$ cat config.mk
export PLATFORM = sky130hd
export DESIGN_NAME = qsm_mux
export DESIGN_NICKNAME = d
export VERILOG_FILES = /design/src/qsm_pkg.sv /design/src/qsm_fifo.sv /design/src/qsm_mux.sv /design/src/qsm_rate_mon.sv
export VERILOG_INCLUDE_DIRS = /design/src
export SDC_FILE = /design/constraint.sdc
export NUM_CORES = 2
export LEC_CHECK = 0
export BUFFER_PORTS_ARGS = -buffer_cell sky130_fd_sc_hd__buf_2
export CORE_ASPECT_RATIO = 1.2
export CORE_UTILIZATION = 60
export CTS_CLUSTER_SIZE = 28
export DETAILED_ROUTE_END_ITERATION = 7
export PLACE_DENSITY_LB_ADDON = 0.1
export RECOVER_POWER = 100
export SLEW_MARGIN = 25
export SYNTH_ARGS = -nofsm -noshare
export SYNTH_HDL_FRONTEND = slang
export SYNTH_SLANG_ARGS = --single-unit
$ cat constraint.sdc
create_clock -name ref_clk_i -period 5.9 [get_ports ref_clk_i]
set_input_delay 1.18 -clock ref_clk_i [delete_from_list [all_inputs] [get_ports ref_clk_i]]
set_output_delay 1.18 -clock ref_clk_i [all_outputs]
set_load 0.01 [all_outputs]
$ cat src/qsm_defs.svh
// Constants for the quad-rate sample multiplexer
`ifndef QSM_DEFS_SVH
`define QSM_DEFS_SVH

`define QSM_CLK_HZ 125000000
`define QSM_PCM_W 24
`define QSM_FIFO_DEPTH 4
`define QSM_MEM_AW 7
`define QSM_PERIOD_W 12
`define QSM_PERIOD_SAT 12'hFFF

`define QSM_SLOTS_MADI64 7'h40
`define QSM_SLOTS_MADI56 7'h38
`define QSM_SLOTS_OPTICAL 7'h08

`define QSM_FS_NOM_HZ 48000
`define QSM_FS64_MAX_HZ 48480
`define QSM_VARI_PERMIL 125
`define QSM_FS56_MIN_HZ (`QSM_FS_NOM_HZ * (1000 - `QSM_VARI_PERMIL) / 1000)
`define QSM_FS56_MAX_HZ (`QSM_FS_NOM_HZ * (1000 + `QSM_VARI_PERMIL) / 1000)
`define QSM_PAYLOAD_MAX_BPS 100000000
`define QSM_SLOT_BITS 32

`define QSM_FS64_MIN_CYC \
	12'((`QSM_CLK_HZ + `QSM_FS64_MAX_HZ - 1) / `QSM_FS64_MAX_HZ)
`define QSM_FS56_MIN_CYC \
	12'((`QSM_CLK_HZ + `QSM_FS56_MAX_HZ - 1) / `QSM_FS56_MAX_HZ)
`define QSM_FS56_MAX_CYC 12'(`QSM_CLK_HZ / `QSM_FS56_MIN_HZ)
`define QSM_PAY_MIN_CYC(n) \
	12'((64'd125000000 * 64'(n) * 64'd32 + 64'd99999999) / 64'd100000000)

`endif

$ cat src/qsm_pkg.sv
// Types and decode functions of the quad-rate sample multiplexer
`include "qsm_defs.svh"
package qsm_pkg;

	typedef enum logic [1:0] {
		QSM_SINGLE_RATE_MODE = 2'b00,
		QSM_DOUBLE_RATE_MODE = 2'b01,
		QSM_QUAD_RATE_MODE = 2'b11
	} qsm_mode_t;

	typedef enum logic [1:0] {
		QSM_PORT_MADI64 = 2'b00,
		QSM_PORT_MADI56 = 2'b01,
		QSM_PORT_OPTICAL = 2'b11
	} qsm_port_t;

	typedef enum logic [1:0] {
		QSM_RD_IDLE = 2'b00,
		QSM_RD_LOAD = 2'b01,
		QSM_RD_SEND = 2'b11
	} qsm_rd_state_t;

	typedef struct packed {
		qsm_mode_t mode;
		qsm_port_t port;
	} qsm_cfg_t;

	typedef struct packed {
		logic [`QSM_PCM_W-1:0] pcm;
	} qsm_in_t;

	typedef struct packed {
		logic frame_start;
		logic last;
		logic mute;
		logic [5:0] slot;
		logic [5:0] aud_ch;
		logic [1:0] phase;
		logic [`QSM_PCM_W-1:0] pcm;
	} qsm_link_word_t;

	function automatic logic [6:0] qsm_slots(input qsm_port_t p);
		unique case (p)
			QSM_PORT_MADI56: return `QSM_SLOTS_MADI56;
			QSM_PORT_OPTICAL: return `QSM_SLOTS_OPTICAL;
			default: return `QSM_SLOTS_MADI64;
		endcase
	endfunction

	function automatic logic [1:0] qsm_shift(input qsm_mode_t m);
		unique case (m)
			QSM_QUAD_RATE_MODE: return 2'h2;
			QSM_DOUBLE_RATE_MODE: return 2'h1;
			default: return 2'h0;
		endcase
	endfunction

endpackage

$ cat src/qsm_fifo.sv
// Flip-flop FIFO with valid/ready on both sides
`timescale 1ns/1ps
module qsm_fifo #(
	parameter int WIDTH = 24,
	parameter int DEPTH = 4
) (
	// Clock and reset
	input wire logic ref_clk_i,
	input wire logic rstn_i,
	// Fill side
	input wire logic [WIDTH-1:0] wr_data_i,
	input wire logic wr_valid_i,
	output logic wr_ready_o,
	// Drain side
	output logic [WIDTH-1:0] rd_data_o,
	output logic rd_valid_o,
	input wire logic rd_ready_i
);
	localparam int AW = $clog2(DEPTH);
	logic [WIDTH-1:0] mem_r [0:DEPTH-1];
	logic [AW:0] wr_ptr_r;
	logic [AW:0] rd_ptr_r;
	logic full;
	logic empty;

	assign empty = (wr_ptr_r == rd_ptr_r);
	assign full = (wr_ptr_r[AW] != rd_ptr_r[AW]) &&
		(wr_ptr_r[AW-1:0] == rd_ptr_r[AW-1:0]);
	assign wr_ready_o = !full;
	assign rd_valid_o = !empty;
	assign rd_data_o = mem_r[rd_ptr_r[AW-1:0]];

	always_ff @(posedge ref_clk_i) begin
		if (!rstn_i) begin
			wr_ptr_r <= '0;
		end else if (wr_valid_i && !full) begin
			wr_ptr_r <= wr_ptr_r + 1'b1;
		end
	end

	always_ff @(posedge ref_clk_i) begin
		if (wr_valid_i && !full) begin
			mem_r[wr_ptr_r[AW-1:0]] <= wr_data_i;
		end
	end

	always_ff @(posedge ref_clk_i) begin
		if (!rstn_i) begin
			rd_ptr_r <= '0;
		end else if (rd_ready_i && !empty) begin
			rd_ptr_r <= rd_ptr_r + 1'b1;
		end
	end
endmodule

$ cat src/qsm_mux.sv
// Quad/double-rate sample interleaver onto single-rate link frames
`timescale 1ns/1ps
`include "qsm_defs.svh"
module qsm_mux (
	// Clock and reset
	input wire logic ref_clk_i,
	input wire logic rstn_i,
	// Configuration, applied at frame start
	input wire qsm_pkg::qsm_cfg_t cfg_i,
	// Jitter-cleaned recovered frame clock
	input wire logic frame_sync_i,
	// High-rate samples, channel-major per high-rate period
	input wire qsm_pkg::qsm_in_t in_word_i,
	input wire logic in_valid_i,
	output logic in_ready_o,
	// Link slot stream
	output qsm_pkg::qsm_link_word_t link_word_o,
	output logic link_valid_o,
	input wire logic link_ready_i,
	output logic link_frame_o,
	// Status
	output logic [6:0] chan_count_o,
	output logic rate_err_o,
	output logic underrun_o
);
	import qsm_pkg::*;

	////////////////////////////////////////////////////////////////////////
	// Declarations

	qsm_cfg_t cfg_r;
	qsm_rd_state_t rd_state_r;
	logic [`QSM_PCM_W-1:0] mem_r [0:(1<<`QSM_MEM_AW)-1];
	qsm_in_t fifo_word;
	logic fifo_valid;
	logic fifo_ready;
	logic tick;
	logic frame_pend_r;
	logic start;
	logic flush;
	logic [6:0] slots;
	logic [1:0] shift;
	logic [6:0] n_ch;
	logic [1:0] last_ph;
	logic [5:0] wr_ch_r;
	logic [1:0] wr_ph_r;
	logic [7:0] wr_addr;
	logic wr_bank_r;
	logic wr_fire;
	logic wr_last;
	logic fill_done_r;
	logic rd_bank_r;
	logic mute_r;
	logic [6:0] rd_slot_r;
	logic [6:0] nx_slot;
	logic load;
	qsm_link_word_t link_word_r;
	logic underrun_r;
	logic [6:0] chan_count_r;

	////////////////////////////////////////////////////////////////////////
	// Input buffer and frame timing

	qsm_fifo #(
		.WIDTH($bits(qsm_in_t)),
		.DEPTH(`QSM_FIFO_DEPTH)
	) u_fifo (
		.ref_clk_i(ref_clk_i),
		.rstn_i(rstn_i),
		.wr_data_i(in_word_i),
		.wr_valid_i(in_valid_i),
		.wr_ready_o(in_ready_o),
		.rd_data_o(fifo_word),
		.rd_valid_o(fifo_valid),
		.rd_ready_i(fifo_ready)
	);

	qsm_rate_mon u_rate (
		.ref_clk_i(ref_clk_i),
		.rstn_i(rstn_i),
		.frame_sync_i(frame_sync_i),
		.port_i(cfg_r.port),
		.tick_o(tick),
		.rate_err_o(rate_err_o)
	);

	////////////////////////////////////////////////////////////////////////
	// Format decode

	assign slots = qsm_slots(cfg_r.port);
	assign shift = qsm_shift(cfg_r.mode);
	assign n_ch = slots >> shift;
	assign last_ph = 2'((3'h1 << shift) - 3'h1);

	// A frame tick waits here while the previous frame still drains
	always_ff @(posedge ref_clk_i) begin
		if (!rstn_i) begin
			frame_pend_r <= 1'b0;
		end else if (tick) begin
			frame_pend_r <= 1'b1;
		end else if (start) begin
			frame_pend_r <= 1'b0;
		end
	end

	// Link frames start only on recovered ticks, never at sample rate
	assign start = (rd_state_r == QSM_RD_IDLE) && frame_pend_r;
	assign flush = start && (cfg_i != cfg_r);

	always_ff @(posedge ref_clk_i) begin
		if (!rstn_i) begin
			cfg_r <= '{mode: QSM_SINGLE_RATE_MODE, port: QSM_PORT_MADI64};
			chan_count_r <= `QSM_SLOTS_MADI64;
		end else if (start) begin
			cfg_r <= cfg_i;
			chan_count_r <= qsm_slots(cfg_i.port) >> qsm_shift(cfg_i.mode);
		end
	end

	////////////////////////////////////////////////////////////////////////
	// Writer: high-rate samples into the fill bank

	assign fifo_ready = !fill_done_r && !flush;
	assign wr_fire = fifo_valid && fifo_ready;
	assign wr_last = (wr_ch_r == 6'(n_ch - 7'h01)) && (wr_ph_r == last_ph);
	// Channel c, period p lands in slot c*factor+p
	assign wr_addr = ({2'h0, wr_ch_r} << shift) | {6'h00, wr_ph_r};

	always_ff @(posedge ref_clk_i) begin
		if (!rstn_i || flush) begin
			wr_ch_r <= 6'h00;
			wr_ph_r <= 2'h0;
		end else if (wr_fire) begin
			if (wr_ch_r == 6'(n_ch - 7'h01)) begin
				wr_ch_r <= 6'h00;
				if (wr_ph_r == last_ph) begin
					wr_ph_r <= 2'h0;
				end else begin
					wr_ph_r <= wr_ph_r + 2'h1;
				end
			end else begin
				wr_ch_r <= wr_ch_r + 6'h01;
			end
		end
	end

	always_ff @(posedge ref_clk_i) begin
		if (wr_fire) begin
			mem_r[{wr_bank_r, wr_addr[5:0]}] <= fifo_word.pcm;
		end
	end

	// Full bank holds off the writer, which backs up into the FIFO
	always_ff @(posedge ref_clk_i) begin
		if (!rstn_i || flush) begin
			fill_done_r <= 1'b0;
		end else if (wr_fire && wr_last) begin
			fill_done_r <= 1'b1;
		end else if (start) begin
			fill_done_r <= 1'b0;
		end
	end

	always_ff @(posedge ref_clk_i) begin
		if (!rstn_i) begin
			wr_bank_r <= 1'b0;
			rd_bank_r <= 1'b1;
			mute_r <= 1'b1;
		end else if (start) begin
			mute_r <= !fill_done_r || flush;
			if (fill_done_r && !flush) begin
				rd_bank_r <= wr_bank_r;
				wr_bank_r <= !wr_bank_r;
			end
		end
	end

	always_ff @(posedge ref_clk_i) begin
		if (!rstn_i) begin
			underrun_r <= 1'b0;
		end else begin
			underrun_r <= start && (!fill_done_r || flush);
		end
	end

	////////////////////////////////////////////////////////////////////////
	// Reader: one frame of slots per tick

	always_ff @(posedge ref_clk_i) begin
		if (!rstn_i) begin
			rd_state_r <= QSM_RD_IDLE;
			rd_slot_r <= 7'h00;
		end else begin
			unique case (rd_state_r)
				QSM_RD_IDLE: begin
					if (start) begin
						rd_state_r <= QSM_RD_LOAD;
					end
				end
				QSM_RD_LOAD: begin
					rd_state_r <= QSM_RD_SEND;
					rd_slot_r <= 7'h00;
				end
				QSM_RD_SEND: begin
					if (link_ready_i) begin
						if (rd_slot_r == slots - 7'h01) begin
							rd_state_r <= QSM_RD_IDLE;
						end else begin
							rd_slot_r <= rd_slot_r + 7'h01;
						end
					end
				end
				default: begin
					rd_state_r <= QSM_RD_IDLE;
				end
			endcase
		end
	end

	assign load = (rd_state_r == QSM_RD_LOAD) ||
		((rd_state_r == QSM_RD_SEND) && link_ready_i &&
		(rd_slot_r != slots - 7'h01));
	assign nx_slot = (rd_state_r == QSM_RD_LOAD) ? 7'h00 : rd_slot_r + 7'h01;

	always_ff @(posedge ref_clk_i) begin
		if (!rstn_i) begin
			link_word_r <= '0;
		end else if (load) begin
			link_word_r.frame_start <= (nx_slot == 7'h00);
			link_word_r.last <= (nx_slot == slots - 7'h01);
			link_word_r.mute <= mute_r;
			link_word_r.slot <= nx_slot[5:0];
			link_word_r.aud_ch <= 6'(nx_slot >> shift);
			link_word_r.phase <= nx_slot[1:0] & last_ph;
			link_word_r.pcm <= mute_r ? '0 : mem_r[{rd_bank_r, nx_slot[5:0]}];
		end
	end

	assign link_word_o = link_word_r;
	assign link_valid_o = (rd_state_r == QSM_RD_SEND);
	assign link_frame_o = (rd_state_r == QSM_RD_LOAD);
	assign chan_count_o = chan_count_r;
	assign underrun_o = underrun_r;
endmodule

$ cat src/qsm_rate_mon.sv
// Frame tick from the recovered clock and frame-rate limit check
`timescale 1ns/1ps
`include "qsm_defs.svh"
module qsm_rate_mon (
	// Clock and reset
	input wire logic ref_clk_i,
	input wire logic rstn_i,
	// Recovered frame clock and link format
	input wire logic frame_sync_i,
	input wire qsm_pkg::qsm_port_t port_i,
	// Results
	output logic tick_o,
	output logic rate_err_o
);
	import qsm_pkg::*;
	localparam logic [11:0] PAY64 = `QSM_PAY_MIN_CYC(64);
	localparam logic [11:0] PAY56 = `QSM_PAY_MIN_CYC(56);
	localparam logic [11:0] MIN64 =
		(`QSM_FS64_MIN_CYC > PAY64) ? `QSM_FS64_MIN_CYC : PAY64;
	localparam logic [11:0] MIN56 =
		(`QSM_FS56_MIN_CYC > PAY56) ? `QSM_FS56_MIN_CYC : PAY56;
	logic sync1_r, sync2_r, sync3_r;
	logic seen_r;
	logic [`QSM_PERIOD_W-1:0] period_r;
	logic [11:0] min_cyc;
	logic [11:0] max_cyc;

	always_ff @(posedge ref_clk_i) begin
		if (!rstn_i) begin
			sync1_r <= 1'b0;
			sync2_r <= 1'b0;
			sync3_r <= 1'b0;
		end else begin
			sync1_r <= frame_sync_i;
			sync2_r <= sync1_r;
			sync3_r <= sync2_r;
		end
	end
	assign tick_o = sync2_r && !sync3_r;

	always_ff @(posedge ref_clk_i) begin
		if (!rstn_i) begin
			period_r <= '0;
			seen_r <= 1'b0;
		end else if (tick_o) begin
			period_r <= 12'h001;
			seen_r <= 1'b1;
		end else if (period_r != `QSM_PERIOD_SAT) begin
			period_r <= period_r + 12'h001;
		end
	end

	// 64-slot and optical formats bound only the fastest rate
	always_comb begin
		min_cyc = MIN64;
		max_cyc = `QSM_PERIOD_SAT;
		if (port_i == QSM_PORT_MADI56) begin
			min_cyc = MIN56;
			max_cyc = `QSM_FS56_MAX_CYC;
		end
	end

	always_ff @(posedge ref_clk_i) begin
		if (!rstn_i) begin
			rate_err_o <= 1'b0;
		end else if (tick_o && seen_r) begin
			rate_err_o <= (period_r < min_cyc) || (period_r > max_cyc);
		end
	end
endmodule
# --- Word level (Yosys, flattened, before mapping) ---
# Memories as Yosys holds them, arrays and structs flattened. A register that Yosys moved wholly into a read port is not among the register bits.
# Index checks and enable logic that the tools add are counted.
classes:
  addsub: 9
  order_cmp: 2
  eq_ne: 24
  n_shift: 5
  mux: 32
  bitwise: 3
  n_reduce_logical: 36
op_table:
  columns: ["cell", "count"]
  rows:
  - ["7-bit case mux with 2 select lines", 3]
  - ["7-bit 2-to-1 mux", 5]
  - ["24-bit 2-to-1 mux", 1]
  - ["2-bit 2-to-1 mux", 8]
  - ["7-bit == test", 2]
  - ["1-bit logical AND", 14]
  - ["7-bit by 2-bit right shift with 6-bit output", 2]
  - ["12-bit by 1-bit adder with 12-bit output (second input constant)", 1]
  - ["12-bit > comparator", 1]
  - ["12-bit less-than comparator", 1]
  - ["12-bit inequality test (second input constant)", 1]
  - ["11-bit 2-to-1 mux", 1]
  - ["2-bit by 1-bit == test with 1-bit output (second input constant)", 5]
  - ["2-bit == test (second input constant)", 5]
  - ["10-bit 2-to-1 mux", 1]
  - ["1-bit 2-to-1 mux", 9]
  - ["2-bit case mux with 2 select lines", 2]
  - ["2-bit nonzero test", 4]
  - ["7-bit by 1-bit adder with 7-bit output (second input constant)", 1]
  - ["1-bit zero test", 7]
  - ["7-bit zero test", 1]
  - ["7-bit inequality test", 1]
  - ["7-bit by 2-bit right shift with 7-bit output", 1]
  - ["7-bit by 1-bit subtractor with 7-bit output (second input constant)", 1]
  - ["other kinds (24)", 33]
word_totals:
  ff_bits: 98
  ramBits: 3168
  inputBits: 33
  out_inout_bits: 53
  elab_cells: 142
  mem_count: 2
memory_table:
  columns: ["memory", "words", "word_bits", "rd", "rd_clocked_by_memory_dff", "wr", "line", "text"]
  rows:
  - ["mem_r", 128, 24, 1, 0, 1, "qsm_mux.sv:33", "logic [`QSM_PCM_W-1:0] mem_r [0:(1<<`QSM_MEM_AW)-1];"]
  - ["u_fifo.mem_r", 4, 24, 1, 1, 1, "qsm_fifo.sv:20", "logic [WIDTH-1:0] mem_r [0:DEPTH-1];"]

# --- Longest topological paths before layout ---
logic_depth:
  word_depth: 8
  mapped_depth: 16
  mapped_depth_nobuf: 10

# --- By module ---
# Synthesis repeated with hierarchy kept, for this count alone.
unflattened:
  hier_cells: 8506
  hier_area_um2: 130781.7
modules_own_cells:
  columns: ["module", "instances", "cells_each", "area_each_um2", "seq_area_each_um2"]
  rows:
  - ["qsm_mux", 1, 8203, 125789.4, 93749.9]
  - ["qsm_fifo", 1, 193, 4018.9, 3042.9]
  - ["qsm_rate_mon", 1, 110, 973.4, 340.3]

# --- Worst setup path before layout ---
# No wires, ideal clock.
synth_timing:
  path_kind: "input port to flip-flop"
  startpoint: "input port cfg_i[0] (netlist bit)"
  endpoint: "memory mem_r[65][0] (netlist bit) (enable)"
  setup_ns: 0.405
  arrival_time_ns: 4.054
  t_required_ns: 5.495
  path_slack_ns: 1.441
  stages: 10
  path_cell_list: "clkbuf_1 xor2_1 o41ai_2 and2_1 buf_2 inv_1 nor2_1 nand2_1 clkbuf_1 nor2_1"
synth_via:
  elab_chain_cells: 7
synth_rtl:
  columns: ["element", "line", "text"]
  rows:
  - ["from (decl)", "qsm_mux.sv:9", "input wire qsm_pkg::qsm_cfg_t cfg_i,"]
  - ["4-bit inequality test", "qsm_mux.sv:108", "assign flush = start && (cfg_i != cfg_r);"]
  - ["1-bit logical AND", "qsm_mux.sv:108", null]
  - ["1-bit zero test", "qsm_mux.sv:123", "assign fifo_ready = !fill_done_r && !flush;"]
  - ["1-bit logical AND", "qsm_mux.sv:123", null]
  - ["1-bit logical AND", "qsm_mux.sv:124", "assign wr_fire = fifo_valid && fifo_ready;"]
  - ["1-bit 2-to-1 mux", "qsm_mux.sv:148", "if (wr_fire) begin"]
  - ["1-bit 2-to-1 mux (implied by the code)", "qsm_mux.sv:149", "mem_r[{wr_bank_r, wr_addr[5:0]}] <= fifo_word.pcm;"]
  - ["to (decl)", "qsm_mux.sv:33", null]
# No other way between the ends.

# --- Worst setup path after layout ---
layout_timing:
  startpoint: "register rd_state_r[0]"
  endpoint: "memory mem_r[123][6] (netlist bit) (enable)"
layout_via:
  elab_chain_cells: 8
layout_rtl:
  columns: ["element", "line", "text"]
  rows:
  - ["from (decl)", "qsm_mux.sv:32", "qsm_rd_state_t rd_state_r;"]
  - ["from (signal assigned)", "qsm_mux.sv:191", "rd_state_r <= QSM_RD_IDLE;"]
  - ["from (signal assigned)", "qsm_mux.sv:197", "rd_state_r <= QSM_RD_LOAD;"]
  - ["from (signal assigned)", "qsm_mux.sv:201", "rd_state_r <= QSM_RD_SEND;"]
  - ["2-bit zero test", "qsm_mux.sv:107", "assign start = (rd_state_r == QSM_RD_IDLE) && frame_pend_r;"]
  - ["1-bit logical AND", "qsm_mux.sv:107", null]
  - ["1-bit logical AND", "qsm_mux.sv:108", null]
  - ["1-bit zero test", "qsm_mux.sv:123", null]
  - ["1-bit logical AND", "qsm_mux.sv:123", null]
  - ["1-bit logical AND", "qsm_mux.sv:124", null]
  - ["1-bit 2-to-1 mux", "qsm_mux.sv:148", null]
  - ["1-bit 2-to-1 mux (implied by the code)", "qsm_mux.sv:149", null]
# No other way between the ends.

==> results.md <==
- Number of synthesized flops with an enable pin: 3168
- Outcome: finished with violations
- Worst reg-to-reg path cell count: 11
- Initial antenna violation count: 28
- Flops & latches, synth: ~3300
- PD cells: 392 nW/um^2
- LEAKAGE: between 40 and 50 nW
- Post-CTS setup buffers: 0
- Routed Antenna Nets: 0
- Ys flop type: edfxtp_1
- Sequential area share after synthesis: between 70% and 80%
- Via-to-Cell Ratio: 7.05
- Commonest cells after routing, fill and taps aside: edfxtp_1 (3168), nand2_1 (1057), a21oi_1 (519)
- Placed cell area: roughly 140000 sq um
- Mapped Cells: 8354
- Total gr overflow: 0
- Design Area, Final: between 100000 and 150000 sq um
- # rows: approximately 190
- Worst path cell trace: nor2_1, and2_0, o41ai_1, clkbuf_1, and2_0, inv_1, nor2_1, nand2_1, clkbuf_1, nor2_1, buf_12
- Avg Inst Size Synth: about 16 sq um
- Die area: between 200000 and 250000 sq um
- Dpl ws: about 1100 ps
- Least-Margin Pin Slew: ~2500 ps
- Htree depth: 5
- Die Ht: approximately 510 um
- DRC Markers: 4
- Asr flop ratio synth: 0%
- Post-CTS Resized: 0
- Synth area leader: edfxtp_1
- Violated checks: DRC, capacitance limit, slew limit
- Internal reg-to-reg setup slack: 340 ps
- Clock transition at the registers of the reported paths: around 60 ps
- DPL Wire Length: between 200 and 300 mm
- CP max-delay cell: clkbuf_1
- Area Growth Syn to Fin: 11.6%
- WL final: approximately 430 mm
- Die width: about 430 um
- Synth cell types: between 90 and 100
- Fin. max-slew vios: 2740
- Reg area: slightly below 100000 sq um
- Initial drt markers: 13400
- Max Fclk: 180 MHz
- Fraction of layout cells with a size suffix above 1: between 10% and 20%
- Max_cap viols: 90
- CP max stage delay: ~1800 ps
- Multi-input gate area: 29800 sq um
- Final Power: between 50 and 60 mW
- Clock Tree Root: clkbuf_16
- Top cells by area, synth: edfxtp_1 (73%), nand2_1 (3.1%), mux2i_1 (2.9%), a21oi_1 (2.0%), mux4_2 (1.8%)
- Critical Path Start: rd_state_r[0]$_SDFFE_PN0P_
- Warning count from the yosys run: 0
- Setup TNS: 0 ps
- Worst endpoint required time: around 6600 ps
- Final setup fails: 0
- Worst setup path category: reg -> reg
- Largest net degree at the start of global routing: roughly 130
- First-pass GRT wire length: approximately 600 mm
- CTS tree: built
- RSZ-0062 raised after global routing: no
- Fin crit period: 5560 ps
- Commonest non-fill, non-tap cell in the layout: edfxtp_1
- Worst skew pair latency: between 900 and 1000 ps
- Worst hold path type: in -> reg
- Reg-to-Reg Start: rd_state_r[0]$_SDFFE_PN0P_
- Cts bufs inserted: approximately 330
- Vias in the first global route: 78600
- DR vias: 82600
- Clock sinks: 3268
- Final-stage net count: ~8700
- DRT Pass-1 Iters: 8
- WL/cell: 36.4 um
- GPL Wtd Cong: between 1 and 1.5
- CORE AREA: approximately 210000 sq um
- Reg2reg end: mem_r[123][6]$_DFFE_PP_
- Ports: 86
- Initial Util: between 60% and 70%
- Final-report hold violation count: 0
- CP endpoint kind: register
- Worst Path Arrival: 6280 ps
- Hold_buf cts: 0
- Yosys top cell area share: 73.4%
- Worst VDD drop: roughly 0.4 mV
- Buffers on Ports: 85
- Fillcell total: roughly 15000
- Gr usage total: between 30 and 40%
- Final period utilization: a little over nine tenths
- Final Worst Setup Slack: between 300 and 400 ps
- Worst setup SP type: register
- CP max FO: 19
- Max_slew headroom: -69.8%
- Worst setup path end: mem_r[123][6]$_DFFE_PP_
- Syn nets: roughly 8400
- CP dominant cell by count: nor2_1
- CTS max path bufs: 4
- Fin Clk Skew: 47.9 ps
- Cell area after synthesis: 130000 sq um
## where the power goes
group / leakage, nW / internal, mW / switching [mW]
Sequential: 29.3 / 29.0 / 0.155
Combinational: 11.7 / 1.19 / 6.42
Clock: 4.90 / 11.4 / 8.54
Total: 45.9 / 41.6 / 15.1
## critical path, delay by kind of cell (launching register included)
family / cells / cell delay (ps)
buf+inv: 4 / 2560
simple gates: 6 / 2100
flops: 1 / 410
compound gates: 1 / 180
## synth_stat cells, types with 79 or more instances
library cell / n
nor2_1: 277
mux4_2: 106
and2_1: 96
nand3_1: 234
a22oi_1: 104
a21oi_1: 519
a211oi_1: 198
nand2_1: 1060
edfxtp_1: 3168
a221oi_1: 120
buf_2: 321
buf_4: 83
clkbuf_1: 139
dfxtp_1: 100
o21ai_0: 292
mux2i_1: 382
a311oi_1: 79
mux2_2: 154
a31oi_1: 147
## cell families after synthesis
group           after synthesis  share of synthesized area (%)
flops                      3268                           74.9
simple gates               1905                           6.43
buf+inv                     608                           2.42
xor+xnor                     37                          0.285
compound gates             1873                           9.63
other cells                   1                        0.00289
fa+ha+maj                    19                          0.183
mux                         643                           6.14
## state kept, by name, indices dropped and copies added, names as in the netlist, 2 cells and up, named ones only
name / flops
u_fifo.wr_ptr_r: 3
link_word_o: 41
wr_ch_r: 6
rd_slot_r: 7
mem_r: 3072
rd_state_r: 2
u_fifo.mem_r: 96
wr_ph_r: 2
u_fifo.rd_ptr_r: 3
chan_count_o: 7
cfg_r: 4
u_rate.period_r: 12
## how the worst min path moves through the flow
| stage | depth (start not counted) | slack [ps] | endpoint | startpoint |
|---|---|---|---|---|
| 5_1_grt | 2 | 410 | u_rate.sync1_r$_SDFF_PN0_ | frame_sync_i |
| 6_report | 2 | 420 | u_rate.sync1_r$_SDFF_PN0_ | frame_sync_i |
| 3_3_place_gp | 1 | 410 | u_rate.sync2_r$_SDFF_PN0_ | u_rate.sync1_r$_SDFF_PN0_ |
| 4_1_cts | 1 | 380 | u_fifo.mem_r[2][3]$_DFFE_PP_ | in_word_i[3] |
| 3_5_place_dp | 1 | 420 | u_rate.sync2_r$_SDFF_PN0_ | u_rate.sync1_r$_SDFF_PN0_ |
| 2_1_floorplan | 1 | 410 | u_rate.sync2_r$_SDFF_PN0_ | u_rate.sync1_r$_SDFF_PN0_ |
## through the flow
| step | util [%] | cells | hold WS (ps) |
|---|---|---|---|
| 2_1_floorplan | - | 8354 | 412 |
| 3_3_place_gp | 63.1 | 11100 | 414 |
| 3_5_place_dp | 63.1 | 11100 | 421 |
| 4_1_cts | 67.8 | 11700 | 381 |
| 5_1_grt | 67.5 | 11700 | 408 |
| 6_report | 67.5 | 11700 | 416 |
## metal layers
| metal | up-vias | wire length [um] | track usage [%] |
|---|---|---|---|
| met5 | - | 118 | 0 |
| met4 | 18 | 31500 | 23.7 |
| met3 | 1323 | 54700 | 10.0 |
| met2 | 6272 | 193000 | 58.7 |
| met1 | 41600 | 148000 | 51.5 |
| li1 | 33400 | - | - |
## final cells by class
type	instances	area share (%)
diodes	10	0.0173
clock buffers	418	6.06
clock inverters	147	0.861
inverters	19	0.0579
multi-input cells	4478	20.6
flip-flops and latches	3268	67.1
well taps	2820	2.44
repair buffers	544	2.81
No activity file was read; power rests on OpenSTA's default activity.
